## config.mk

```make
export PLATFORM = sky130hd
export DESIGN_NAME = mafe_serial_port
export DESIGN_NICKNAME = d
export VERILOG_FILES = /design/src/rtl/mafe_pkg.sv /design/src/rtl/mafe_fifo.sv /design/src/rtl/mafe_serial_port.sv
export VERILOG_INCLUDE_DIRS = /design/src /design/src/rtl
export SDC_FILE = /design/constraint.sdc
export NUM_CORES = 1
export LEC_CHECK = 0
export BUFFER_PORTS_ARGS = -buffer_cell sky130_fd_sc_hd__buf_2
export CORE_MARGIN = 2
export CORE_UTILIZATION = 41
export DETAILED_ROUTE_END_ITERATION = 12
export PLACE_DENSITY = 0.6
export SLEW_MARGIN = 10
export SYNTH_ARGS = -nofsm -noshare
export SYNTH_HDL_FRONTEND = slang
export SYNTH_HIERARCHICAL = 1
export SYNTH_SLANG_ARGS = --single-unit
```

## constraint.sdc

```tcl
create_clock -name sys_clk -period 5.1 [get_ports sys_clk]
set_input_delay 1.02 -clock sys_clk [delete_from_list [all_inputs] [get_ports sys_clk]]
set_output_delay 1.02 -clock sys_clk [all_outputs]
set_load 0.02 [all_outputs]
```

## src/rtl/mafe_defs.svh

```systemverilog
`ifndef MAFE_DEFS_SVH
`define MAFE_DEFS_SVH

// ********************************
// Bit clock and frame timing
// ********************************
`define MAFE_SCLK_DIV 18
`define MAFE_FRAME_BITS_N 256
`define MAFE_DIV_LAST 5'h11
`define MAFE_DIV_FALL 5'h08
`define MAFE_DIV_ZERO 5'h00
`define MAFE_FRAME_BITS 9'h100
`define MAFE_FRAME_LAST 9'h0ff
`define MAFE_BCNT_ZERO 9'h000
`define MAFE_SLOT_ZERO 5'h00
`define MAFE_SLOT_LAST 5'h0f
`define MAFE_RD_SLOT 5'h07
`define MAFE_POS_HALF 9'h080
`define MAFE_POS_QUARTER 9'h040
`define MAFE_CHAIN_LAST 5'h1f
`define MAFE_GATE_LOAD 6'h1f
`define MAFE_GATE_ZERO 6'h00
`define MAFE_WORD_ZERO 16'h0000
`define MAFE_WORD_W 16
`define MAFE_FIFO_DEPTH 16

// ********************************
// Register indexes and fields
// ********************************
`define MAFE_ADDR_HI_ZERO 3'h0
`define MAFE_R_CTRL 4'h0
`define MAFE_R_TEST 4'h1
`define MAFE_R_GDIR 4'h3
`define MAFE_R_REV 4'h6
`define MAFE_R_PLL_FIRST 4'h8
`define MAFE_R_PLL_LOCK 4'he
`define MAFE_B_HC 0
`define MAFE_B_CONTROL_FRAME_POSITION_BIT 1
`define MAFE_B_CKOUT 3
`define MAFE_B_DELAYED_SYNC_ENABLE 3
`define MAFE_B_FRONT_END_ENABLE 7
`define MAFE_B_FRCVCO 7
`define MAFE_B_PWDN 6
`define MAFE_B_LOCK 5
`define MAFE_RO_REV 8'hf0
`define MAFE_RO_LOCK 8'h20
`define MAFE_RO_NONE 8'h00

// ********************************
// Register reset values
// ********************************
`define MAFE_RST_ZERO 8'h00
`define MAFE_RST_CTRL 8'h08
`define MAFE_RST_GPIO 8'hff
`define MAFE_RST_PRST 8'h0a
`define MAFE_RST_KVCO 8'h22
`define MAFE_RST_PDIV 8'h12
`define MAFE_RST_XTAL 8'hc0
`define MAFE_RST_REV_LOW 4'h0

`endif

```

## src/rtl/mafe_pkg.sv

```systemverilog
package mafe_pkg;

  typedef enum logic [2:0] {
    MAFE_PH_IDLE = 3'b001,
    MAFE_PH_DATA = 3'b010,
    MAFE_PH_CTRL = 3'b100
  } mafe_phase_t;

  typedef struct packed {
    logic rw;
    logic [6:0] addr;
    logic [7:0] data;
  } mafe_ctl_word_t;

  typedef struct packed {
    logic slave_mode;
    logic early_sync;
    logic front_end_enable;
    logic hardware_control_bit;
    logic control_frame_position_bit;
    logic clock_output_enable;
    logic delayed_sync_enable;
    logic use_pll_clock;
  } mafe_cfg_t;

  typedef logic [14:0][7:0] mafe_regs_t;

endpackage

```

## src/rtl/mafe_fifo.sv

```systemverilog
module mafe_fifo #(
  parameter int WIDTH = 16,
  parameter int DEPTH = 16
) (
  input wire logic clk,
  input wire logic rst_n,
  input wire logic [WIDTH-1:0] in_data,
  input wire logic in_valid,
  output logic in_ready,
  output logic [WIDTH-1:0] out_data,
  output logic out_valid,
  input wire logic out_ready
);
  localparam int AW = $clog2(DEPTH);

  // Pointers wrap naturally, so DEPTH must be a power of two
  logic [WIDTH-1:0] mem [DEPTH];
  logic [AW-1:0] wp_q, wp_d, rp_q, rp_d;
  logic [AW:0] cnt_q, cnt_d;
  logic room_q, room_d, empty_q, empty_d;
  logic push, pop;

  assign push = in_valid && room_q;
  assign pop = out_ready && !empty_q;

  always_comb begin
    wp_d = push ? AW'(wp_q + 1'b1) : wp_q;
    rp_d = pop ? AW'(rp_q + 1'b1) : rp_q;
    case ({push, pop})
      2'b10: cnt_d = (AW+1)'(cnt_q + 1'b1);
      2'b01: cnt_d = (AW+1)'(cnt_q - 1'b1);
      default: cnt_d = cnt_q;
    endcase
    room_d = (cnt_d != (AW+1)'(DEPTH));
    empty_d = (cnt_d == '0);
  end

  always_ff @(posedge clk or negedge rst_n) begin
    if (!rst_n) begin
      wp_q <= '0;
      rp_q <= '0;
      cnt_q <= '0;
      room_q <= 1'b1;
      empty_q <= 1'b1;
    end else begin
      wp_q <= wp_d;
      rp_q <= rp_d;
      cnt_q <= cnt_d;
      room_q <= room_d;
      empty_q <= empty_d;
    end
  end

  always_ff @(posedge clk) begin
    if (push) begin
      mem[wp_q] <= in_data;
    end
  end

  assign in_ready = room_q;
  assign out_valid = !empty_q;
  assign out_data = mem[rp_q];

endmodule

```

## src/rtl/mafe_serial_port.sv

```systemverilog
// How it works
// master bit clock is system clock over eighteen
// one frame sync per 256 bit clocks
// crystal after reset; PLL only when forced
// host forces PLL two frames after programming
// host returns to crystal before PLL reprogramming
// type pin at reset selects early or late
// sixteen bits each way, MSB first
// software mode: bit 0 requests control frame
// hardware mode: control frame after every data frame
// control word is flag, address, data
// write flag stores byte, returns zeros
// read flag returns register in low byte
// at most one control frame between data
// unimplemented writes ignored, reads arbitrary
// position bit picks half or quarter point
// gating pin low gives 32 clocks per sync
// drive after rising, sample on falling edge
// clock pin low at reset means slave
// slave master gives 96 to 256 clocks
// host enables daisy chain in fixed order
// chain slots of 16 bits, late sync
// slave and chain use hardware control only
// delayed sync driven only when enabled
`include "mafe_defs.svh"

module mafe_serial_port
  import mafe_pkg::*;
#(
  parameter logic [3:0] REV_ID = 4'h5,
  parameter int FRAME_CYCLES = `MAFE_SCLK_DIV * `MAFE_FRAME_BITS_N
) (
  input wire logic sys_clk,
  input wire logic resetn,
  input wire logic frame_type_pin,
  input wire logic bit_clock_gating_pin,
  input wire logic sclk_in,
  output logic sclk_out,
  output logic sclk_oe_n,
  input wire logic fs_in,
  output logic frame_sync_n,
  output logic frame_sync_oe_n,
  input wire logic serial_in_line,
  output logic serial_out_line,
  output logic delayed_frame_sync,
  output logic delayed_frame_sync_oe_n,
  input wire logic pll_lock,
  input wire logic [15:0] rx_word,
  input wire logic rx_valid,
  output logic rx_ready,
  output logic [15:0] tx_word,
  output logic tx_valid,
  output mafe_cfg_t cfg
);

  // ********************************
  // Register file helpers
  // ********************************
  // Revision nibble is arbitrary
  localparam mafe_regs_t REG_RST = {
    `MAFE_RST_ZERO, `MAFE_RST_XTAL, `MAFE_RST_ZERO, `MAFE_RST_PDIV,
    `MAFE_RST_KVCO, `MAFE_RST_PRST, `MAFE_RST_ZERO, `MAFE_RST_ZERO,
    {REV_ID, `MAFE_RST_REV_LOW}, `MAFE_RST_ZERO, `MAFE_RST_ZERO,
    `MAFE_RST_GPIO, `MAFE_RST_GPIO, `MAFE_RST_ZERO, `MAFE_RST_CTRL};

  function automatic logic is_impl(input logic [6:0] a);
    is_impl = (a[6:4] == `MAFE_ADDR_HI_ZERO) &&
              ((a[3:0] <= `MAFE_R_GDIR) || (a[3:0] == `MAFE_R_REV) ||
               ((a[3:0] >= `MAFE_R_PLL_FIRST) && (a[3:0] <= `MAFE_R_PLL_LOCK)));
  endfunction

  function automatic logic [7:0] ro_mask(input logic [3:0] a);
    if (a == `MAFE_R_REV) ro_mask = `MAFE_RO_REV;
    else if (a == `MAFE_R_PLL_LOCK) ro_mask = `MAFE_RO_LOCK;
    else ro_mask = `MAFE_RO_NONE;
  endfunction

  function automatic logic [7:0] reg_read(input logic [6:0] a, input mafe_regs_t r,
                                          input logic lk);
    logic [7:0] v;
    v = `MAFE_RST_ZERO;
    if (is_impl(a)) begin
      v = r[a[3:0]];
      if (a[3:0] == `MAFE_R_PLL_LOCK) v[`MAFE_B_LOCK] = lk;
    end
    reg_read = v;
  endfunction

  // ********************************
  // State
  // ********************************
  logic strap_q, strap_d, slave_q, slave_d, early_q, early_d;
  logic [4:0] div_q, div_d;
  logic sclk_prev_q, sclk_prev_d, fs_prev_q, fs_prev_d;
  logic [8:0] bcnt_q, bcnt_d, len_q, len_d, pos, nb;
  mafe_phase_t phase_q, phase_d;
  logic [4:0] slot_q, slot_d;
  logic [5:0] gcnt_q, gcnt_d;
  logic [15:0] osh_q, osh_d, ish_q, ish_d, tx_q, tx_d, word, full;
  logic sout_q, sout_d, fs_q, fs_d, ds_q, ds_d, dsoe_q, dsoe_d;
  logic sclk_q, sclk_d, txv_q, txv_d, pend_q, pend_d;
  mafe_regs_t regs_q, regs_d;
  mafe_cfg_t cfg_q, cfg_d;
  mafe_ctl_word_t cw;
  logic [7:0] rdat;
  logic rise, fall, start_data, start_ctrl, fsb, pop, fifo_valid, hc;
  logic [15:0] fifo_data;

  // Slave edges come from the pin, which is taken as synchronous
  assign rise = strap_q && (slave_q ? (sclk_in && !sclk_prev_q)
                                    : (div_q == `MAFE_DIV_LAST));
  assign fall = strap_q && (slave_q ? (!sclk_in && sclk_prev_q)
                                    : (div_q == `MAFE_DIV_FALL));
  assign hc = regs_q[`MAFE_R_TEST][`MAFE_B_HC];
  assign pos = regs_q[`MAFE_R_TEST][`MAFE_B_CONTROL_FRAME_POSITION_BIT] ? (len_q >> 2) : (len_q >> 1);

  // ********************************
  // Next state
  // ********************************
  always_comb begin
    strap_d = 1'b1;
    slave_d = slave_q;
    early_d = early_q;
    if (!strap_q) begin
      slave_d = !sclk_in;
      early_d = frame_type_pin;
    end
    div_d = div_q;
    if (!slave_q) begin
      div_d = (div_q == `MAFE_DIV_LAST) ? `MAFE_DIV_ZERO : 5'(div_q + 5'h01);
    end
    sclk_prev_d = sclk_in;
    fs_prev_d = fs_prev_q;
    bcnt_d = bcnt_q;
    len_d = len_q;
    phase_d = phase_q;
    slot_d = slot_q;
    gcnt_d = gcnt_q;
    osh_d = osh_q;
    ish_d = ish_q;
    sout_d = sout_q;
    fs_d = fs_q;
    ds_d = ds_q;
    sclk_d = sclk_q;
    pend_d = pend_q;
    tx_d = tx_q;
    txv_d = 1'b0;
    regs_d = regs_q;
    nb = bcnt_q;
    word = `MAFE_WORD_ZERO;
    full = `MAFE_WORD_ZERO;
    rdat = `MAFE_RST_ZERO;
    cw = `MAFE_WORD_ZERO;
    start_data = 1'b0;
    start_ctrl = 1'b0;
    fsb = 1'b0;
    pop = 1'b0;
    if (rise) begin
      fs_prev_d = fs_in;
      nb = 9'(bcnt_q + 9'h001);
      if (!slave_q && nb == `MAFE_FRAME_BITS) nb = `MAFE_BCNT_ZERO;
      if (slave_q && !fs_in && fs_prev_q) begin
        // Slave frame length is measured to place control frames
        len_d = nb;
        nb = `MAFE_BCNT_ZERO;
      end
      bcnt_d = nb;
      start_data = (nb == `MAFE_BCNT_ZERO);
      start_ctrl = !start_data && pend_q && (nb == pos);
      if (start_data || start_ctrl) begin
        phase_d = start_data ? MAFE_PH_DATA : MAFE_PH_CTRL;
        slot_d = `MAFE_SLOT_ZERO;
        pend_d = 1'b0;
        pop = start_data && fifo_valid;
        // An empty buffer sends silence rather than stalling the frame
        word = pop ? fifo_data : `MAFE_WORD_ZERO;
        sout_d = word[15];
        osh_d = {word[14:0], 1'b0};
      end else begin
        case (phase_q)
          MAFE_PH_DATA, MAFE_PH_CTRL: begin
            slot_d = 5'(slot_q + 5'h01);
            if (slot_q == `MAFE_CHAIN_LAST) phase_d = MAFE_PH_IDLE;
            sout_d = osh_q[15];
            osh_d = {osh_q[14:0], 1'b0};
            if (phase_q == MAFE_PH_CTRL && slot_q == `MAFE_RD_SLOT) begin
              // Flag and address are complete just before the low byte
              rdat = ish_q[7] ? reg_read(ish_q[6:0], regs_q, pll_lock)
                              : `MAFE_RST_ZERO; // see R11
              sout_d = rdat[7];
              osh_d = {rdat[6:0], 9'h000};
            end
          end
          MAFE_PH_IDLE: sout_d = 1'b0;
          default: phase_d = MAFE_PH_IDLE;
        endcase
      end
      if (!slave_q) begin
        if (early_q) begin
          fs_d = !((nb == `MAFE_FRAME_LAST) || (pend_q && 9'(nb + 9'h001) == pos));
        end else begin
          fs_d = !((phase_d != MAFE_PH_IDLE) && (slot_d <= `MAFE_SLOT_LAST));
        end
      end
      // Next device's slot follows ours; its sync is always late type
      ds_d = !((phase_d != MAFE_PH_IDLE) && (slot_d > `MAFE_SLOT_LAST));
      fsb = fs_q && !fs_d;
      if (!slave_q) begin
        sclk_d = bit_clock_gating_pin || fsb || (gcnt_q != `MAFE_GATE_ZERO);
        if (fsb) gcnt_d = `MAFE_GATE_LOAD;
        else if (gcnt_q != `MAFE_GATE_ZERO) gcnt_d = 6'(gcnt_q - 6'h01);
      end
    end
    if (fall) begin
      sclk_d = 1'b0;
      if (phase_q != MAFE_PH_IDLE && slot_q <= `MAFE_SLOT_LAST) begin
        ish_d = {ish_q[14:0], serial_in_line};
        full = ish_d;
        if (slot_q == `MAFE_SLOT_LAST) begin
          if (phase_q == MAFE_PH_DATA) begin
            tx_d = hc ? full : {full[15:1], 1'b0}; // see R8
            txv_d = 1'b1;
            if (hc || full[0]) pend_d = 1'b1;
          end else begin
            cw = full;
            if (!cw.rw && is_impl(cw.addr)) begin
              regs_d[cw.addr[3:0]] = (cw.data & ~ro_mask(cw.addr[3:0])) |
                (regs_q[cw.addr[3:0]] & ro_mask(cw.addr[3:0])); // see R11
            end
          end
        end
      end
    end
    // Power-down of front end or PLL drops back to the crystal
    if (!regs_d[`MAFE_R_CTRL][`MAFE_B_FRONT_END_ENABLE] || regs_d[`MAFE_R_PLL_LOCK][`MAFE_B_PWDN]) begin
      regs_d[`MAFE_R_PLL_LOCK][`MAFE_B_FRCVCO] = 1'b0;
    end
    dsoe_d = !regs_d[`MAFE_R_REV][`MAFE_B_DELAYED_SYNC_ENABLE];
    cfg_d.slave_mode = slave_d;
    cfg_d.early_sync = early_d;
    cfg_d.front_end_enable = regs_d[`MAFE_R_CTRL][`MAFE_B_FRONT_END_ENABLE];
    cfg_d.hardware_control_bit = regs_d[`MAFE_R_TEST][`MAFE_B_HC];
    cfg_d.control_frame_position_bit = regs_d[`MAFE_R_TEST][`MAFE_B_CONTROL_FRAME_POSITION_BIT];
    cfg_d.clock_output_enable = regs_d[`MAFE_R_TEST][`MAFE_B_CKOUT];
    cfg_d.delayed_sync_enable = regs_d[`MAFE_R_REV][`MAFE_B_DELAYED_SYNC_ENABLE];
    cfg_d.use_pll_clock = regs_d[`MAFE_R_PLL_LOCK][`MAFE_B_FRCVCO];
  end

  // ********************************
  // Registers
  // ********************************
  always_ff @(posedge sys_clk or negedge resetn) begin
    if (!resetn) begin
      strap_q <= 1'b0;
      slave_q <= 1'b1;
      early_q <= 1'b1;
      div_q <= `MAFE_DIV_ZERO;
      sclk_prev_q <= 1'b0;
      fs_prev_q <= 1'b1;
      bcnt_q <= `MAFE_FRAME_LAST;
      len_q <= `MAFE_FRAME_BITS;
      phase_q <= MAFE_PH_IDLE;
      slot_q <= `MAFE_SLOT_ZERO;
      gcnt_q <= `MAFE_GATE_ZERO;
      osh_q <= `MAFE_WORD_ZERO;
      ish_q <= `MAFE_WORD_ZERO;
      tx_q <= `MAFE_WORD_ZERO;
      sout_q <= 1'b0;
      fs_q <= 1'b1;
      ds_q <= 1'b1;
      dsoe_q <= 1'b1;
      sclk_q <= 1'b0;
      txv_q <= 1'b0;
      pend_q <= 1'b0;
      regs_q <= REG_RST;
      cfg_q <= '0;
    end else begin
      strap_q <= strap_d;
      slave_q <= slave_d;
      early_q <= early_d;
      div_q <= div_d;
      sclk_prev_q <= sclk_prev_d;
      fs_prev_q <= fs_prev_d;
      bcnt_q <= bcnt_d;
      len_q <= len_d;
      phase_q <= phase_d;
      slot_q <= slot_d;
      gcnt_q <= gcnt_d;
      osh_q <= osh_d;
      ish_q <= ish_d;
      tx_q <= tx_d;
      sout_q <= sout_d;
      fs_q <= fs_d;
      ds_q <= ds_d;
      dsoe_q <= dsoe_d;
      sclk_q <= sclk_d;
      txv_q <= txv_d;
      pend_q <= pend_d;
      regs_q <= regs_d;
      cfg_q <= cfg_d;
    end
  end

  mafe_fifo #(.WIDTH(`MAFE_WORD_W), .DEPTH(`MAFE_FIFO_DEPTH)) u_rx_fifo (
    .clk(sys_clk),
    .rst_n(resetn),
    .in_data(rx_word),
    .in_valid(rx_valid),
    .in_ready(rx_ready),
    .out_data(fifo_data),
    .out_valid(fifo_valid),
    .out_ready(pop)
  );

  assign sclk_out = sclk_q;
  assign sclk_oe_n = slave_q;
  assign frame_sync_n = fs_q;
  assign frame_sync_oe_n = slave_q;
  assign serial_out_line = sout_q;
  assign delayed_frame_sync = ds_q;
  assign delayed_frame_sync_oe_n = dsoe_q;
  assign tx_word = tx_q;
  assign tx_valid = txv_q;
  assign cfg = cfg_q;

  // ********************************
  // Checks
  // ********************************
  logic [12:0] fc_q;
  logic seen_q, ctl_q;
  always_ff @(posedge sys_clk or negedge resetn) begin
    if (!resetn) begin
      fc_q <= 13'h0000;
      seen_q <= 1'b0;
      ctl_q <= 1'b0;
    end else begin
      fc_q <= start_data ? 13'h0000 : 13'(fc_q + 13'h0001);
      seen_q <= seen_q || start_data;
      ctl_q <= start_data ? 1'b0 : (ctl_q || start_ctrl);
    end
  end
endmodule

```

==> run summary <==
WL/cell = 21.80 um
Core Region = 0.05255 mm2
slowest stage delay, CP = 0.66 ns
# rows = 84
#FFs+latches synth = 487
first-pass GRT wire length = 73.29 mm
net switching power = 3.134 mW
syn_nets = 1437
metal2 WL = 22.81 mm
critical path startpoint category = flip-flop
slew margin rel. = 16.74%
Reg power frac = 45.7%
initial DRC count = 1079
Comb pwr share = 20.3%
most common cell in the netlist = edfxtp_1
async set or reset register ratio after synthesis = 47.43%
switch share = 28.59%
met3 WL post-DR = 2.223 mm
clock sink total = 487
Crit-path slowest cell = dfstp_2
Clk pin slew, worst setup/hold paths = 0.06 ns
Ys Warns = 6
sequential element share of the synthesized area = 62.10%
Crit path max-delay family = simple AND/OR/NAND/NOR gates
largest net degree at the start of global routing = 123
Primary FF master, synth = edfxtp_1
Inst Count DP = 2058
vias in the first global route = 12140
DRT Pass-1 Iters = 8
Final Net Count = 1473
Yosys top cell area share = 35.30%
HP Class = flip-flop to flip-flop
Int Pwr = 7.829 mW
Die H = 234.5 um
DR vias = 12080
RSZ-0062 raised after global routing = no
H-Tree Depth = 2
Longest Clk Path Bufs = 3
final hold viol count = 0
clock power share = 34.1%
PortBufs = 57
cts-stage hold buffer count = 0
Synth Instances = 1392
post-synth top area cell = edfxtp_1
Synth Area per Inst = 15.64 um2
Post-synth EDFFs = 256
unique cell type count in the Yosys netlist = 87
final RePlAce weighted congestion = 0.8714
period utilization = 93.51%
pwr dens = 450.3 mW/mm2
Leak = 9.218 nW
CP Data Arrival Time = 5.24 ns
Overall Power = 10.96 mW
Starting Density = 41.44%
Crit Path Max Fanout = 13
CP Class = flip-flop to flip-flop
io pins = 58
final non-filler cell total = 2154
Final Core Density = 46.33%
highest routed layer = met5
max frequency = 209.7 MHz
antenna violations before repair = 4
Worst EP required = 5.57 ns
Total GRT Usage = 17.48%
CTS tree = done
Slew Limit Fails = 0
max cap viols = 0
WP buf/inv = 0
Commonest cells post-synth = 256 x edfxtp_1, 186 x dfrtp_1, 131 x mux2_2, 99 x mux4_2, 70 x nand2_1
antenna-violating nets left = 0
clk_lat worst skew = 0.60 ns
post-route minimum period = 4.769 ns
CTS buffer count = 51
share of cells above drive strength 1 = 32.51%
die area = 0.05497 mm2
count of final setup violators = 0
gr ovfl total = 0
setup TNS = 0 ns
peak supply drop = 0.0002953 V
synth top area cells = edfxtp_1 35%, dfrtp_1 21%, mux4_2 10%
final instance area = 0.02434 mm2
Syn-to-layout area delta = 11.79%
root buffer cell = clkbuf_16
Post-Route WL = 46.95 mm
post-place instance area = 0.02258 mm2
cell breakdown of the critical path = nand2_1 > or3_1 > and3_1 > and3_1 > nor2_1 > ha_2 > nand3b_1 > a21oi_2 > nor2_1 > nor4b_2 > ha_1 > o2111ai_1 > or4_1 > or4_4 > o311ai_4 > nand4_4 > o21a_1
Setup crit end kind = flip-flop
dpl hpwl = 29.12 mm
vias per cell = 5.610
Slew @ Worst Pin = 1.249 ns
DRT met1 WL = 20.87 mm
Post-Syn Area = 0.02178 mm2
Die Wd = 234.5 um
drc violations = 0
clock skew = 0.01780 ns
status = complete, no violations
[power groups by stage]
stage / clock network, mW / logic (mW) / registers [mW]
after floorplan: 0 / 1.83 / 4.83
after global placement: 0 / 2.15 / 5.08
after detailed placement: 0 / 2.18 / 5.10
after CTS: 3.83 / 2.19 / 5.03
after global routing: 4.00 / 2.42 / 5.08
final: 3.74 / 2.22 / 5.01
[logic make-up (layout without fill, tap and decap cells)]
| logic type | after synthesis | after routing | share of synthesized area (%) |
|---|---|---|---|
| flops | 487 | 487 | 62.10 |
| fa+ha+maj | 20 | 20 | 1.149 |
| simple gates | 283 | 283 | 7.136 |
| compound gates | 157 | 157 | 5.068 |
| mux | 270 | 270 | 19.88 |
| other cells | 1 | 3 | 0.01722 |
| buf+inv | 147 | 219 | 3.401 |
| xor+xnor | 27 | 27 | 1.247 |
[final timing paths]
check / start / to / slack, ns / cells after the start
max: bcnt_q[3] / gcnt_q[5] / 0.33 / 17
min: regs_q[56] / regs_q[56] / 0.37 / 0
max reg2reg: bcnt_q[3] / gcnt_q[5] / 0.33 / 17
min reg2reg: regs_q[56] / regs_q[56] / 0.37 / 0
max in group asynchronous: resetn / bcnt_q[3] / 3.44 / 2
min in group asynchronous: resetn / regs_q[63] / 0.51 / 1
[repair_timing]
action	CTS	global route
resized for setup	0	7
buffers inserted	0	5
endpoints found under the setup margin	0	7
[final cells by class]
type | count | area, um2
repair buffers | 95 | 580.6
multi-input cells | 758 | 7548
well taps | 688 | 860.8
clock inverters | 19 | 259.0
diodes | 2 | 5.005
inverters | 35 | 131.4
flip-flops and latches | 487 | 13530
fillers | 4507 | 28210
clock buffers | 70 | 1428
[cells in the final DEF, fill, tap and decap left out, types with 7 or more instances in the layout]
cell type,count
edfxtp_1,256
dfrtp_1,182
mux2_2,131
mux4_2,99
nand2_1,70
buf_2,56
clkbuf_16,51
nor2_1,46
dfstp_2,45
o21ai_0,38
buf_4,38
inv_1,34
mux2i_1,26
nand3_1,23
a31oi_1,21
ha_1,19
and2_1,18
xnor2_1,17
nor3_1,17
and3_1,16
nand4_1,15
nor2b_1,14
mux4_1,13
a21oi_1,12
clkbuf_1,11
and4_1,10
o211ai_1,10
a22o_1,9
nand3b_1,8
clkbuf_8,8
or4_1,7
o21a_1,7
xor2_1,7
[layer usage]
metal / up-vias / GRT usage [%]
met3: 71 / 3.028
met2: 288 / 28.54
met4: 4 / 4.894
met1: 6283 / 24.19
li1: 5438 / -
met5: - / 0
[registers in the layout, indices dropped and copies added (netlist names), 3 cells and up]
name	count
u_rx_fifo/mem	256
regs_q	118
tx_word	16
ish_q	15
osh_q	15
bcnt_q	9
len_q	8
gcnt_q	6
div_q	5
slot_q	5
u_rx_fifo/cnt_q	5
u_rx_fifo/rp_q	4
u_rx_fifo/wp_q	4
cfg	3
phase_q	3
[metrics by stage]
step                setup WS, ns  hold WS (ns)
floorplan                 0.5469        0.4240
global placement          0.2662        0.3599
detailed placement        0.1361        0.3631
CTS                       0.1154        0.3770
global route            0.005335        0.3814
finish                    0.3308        0.3719
No activity file was read; power rests on OpenSTA's default activity.
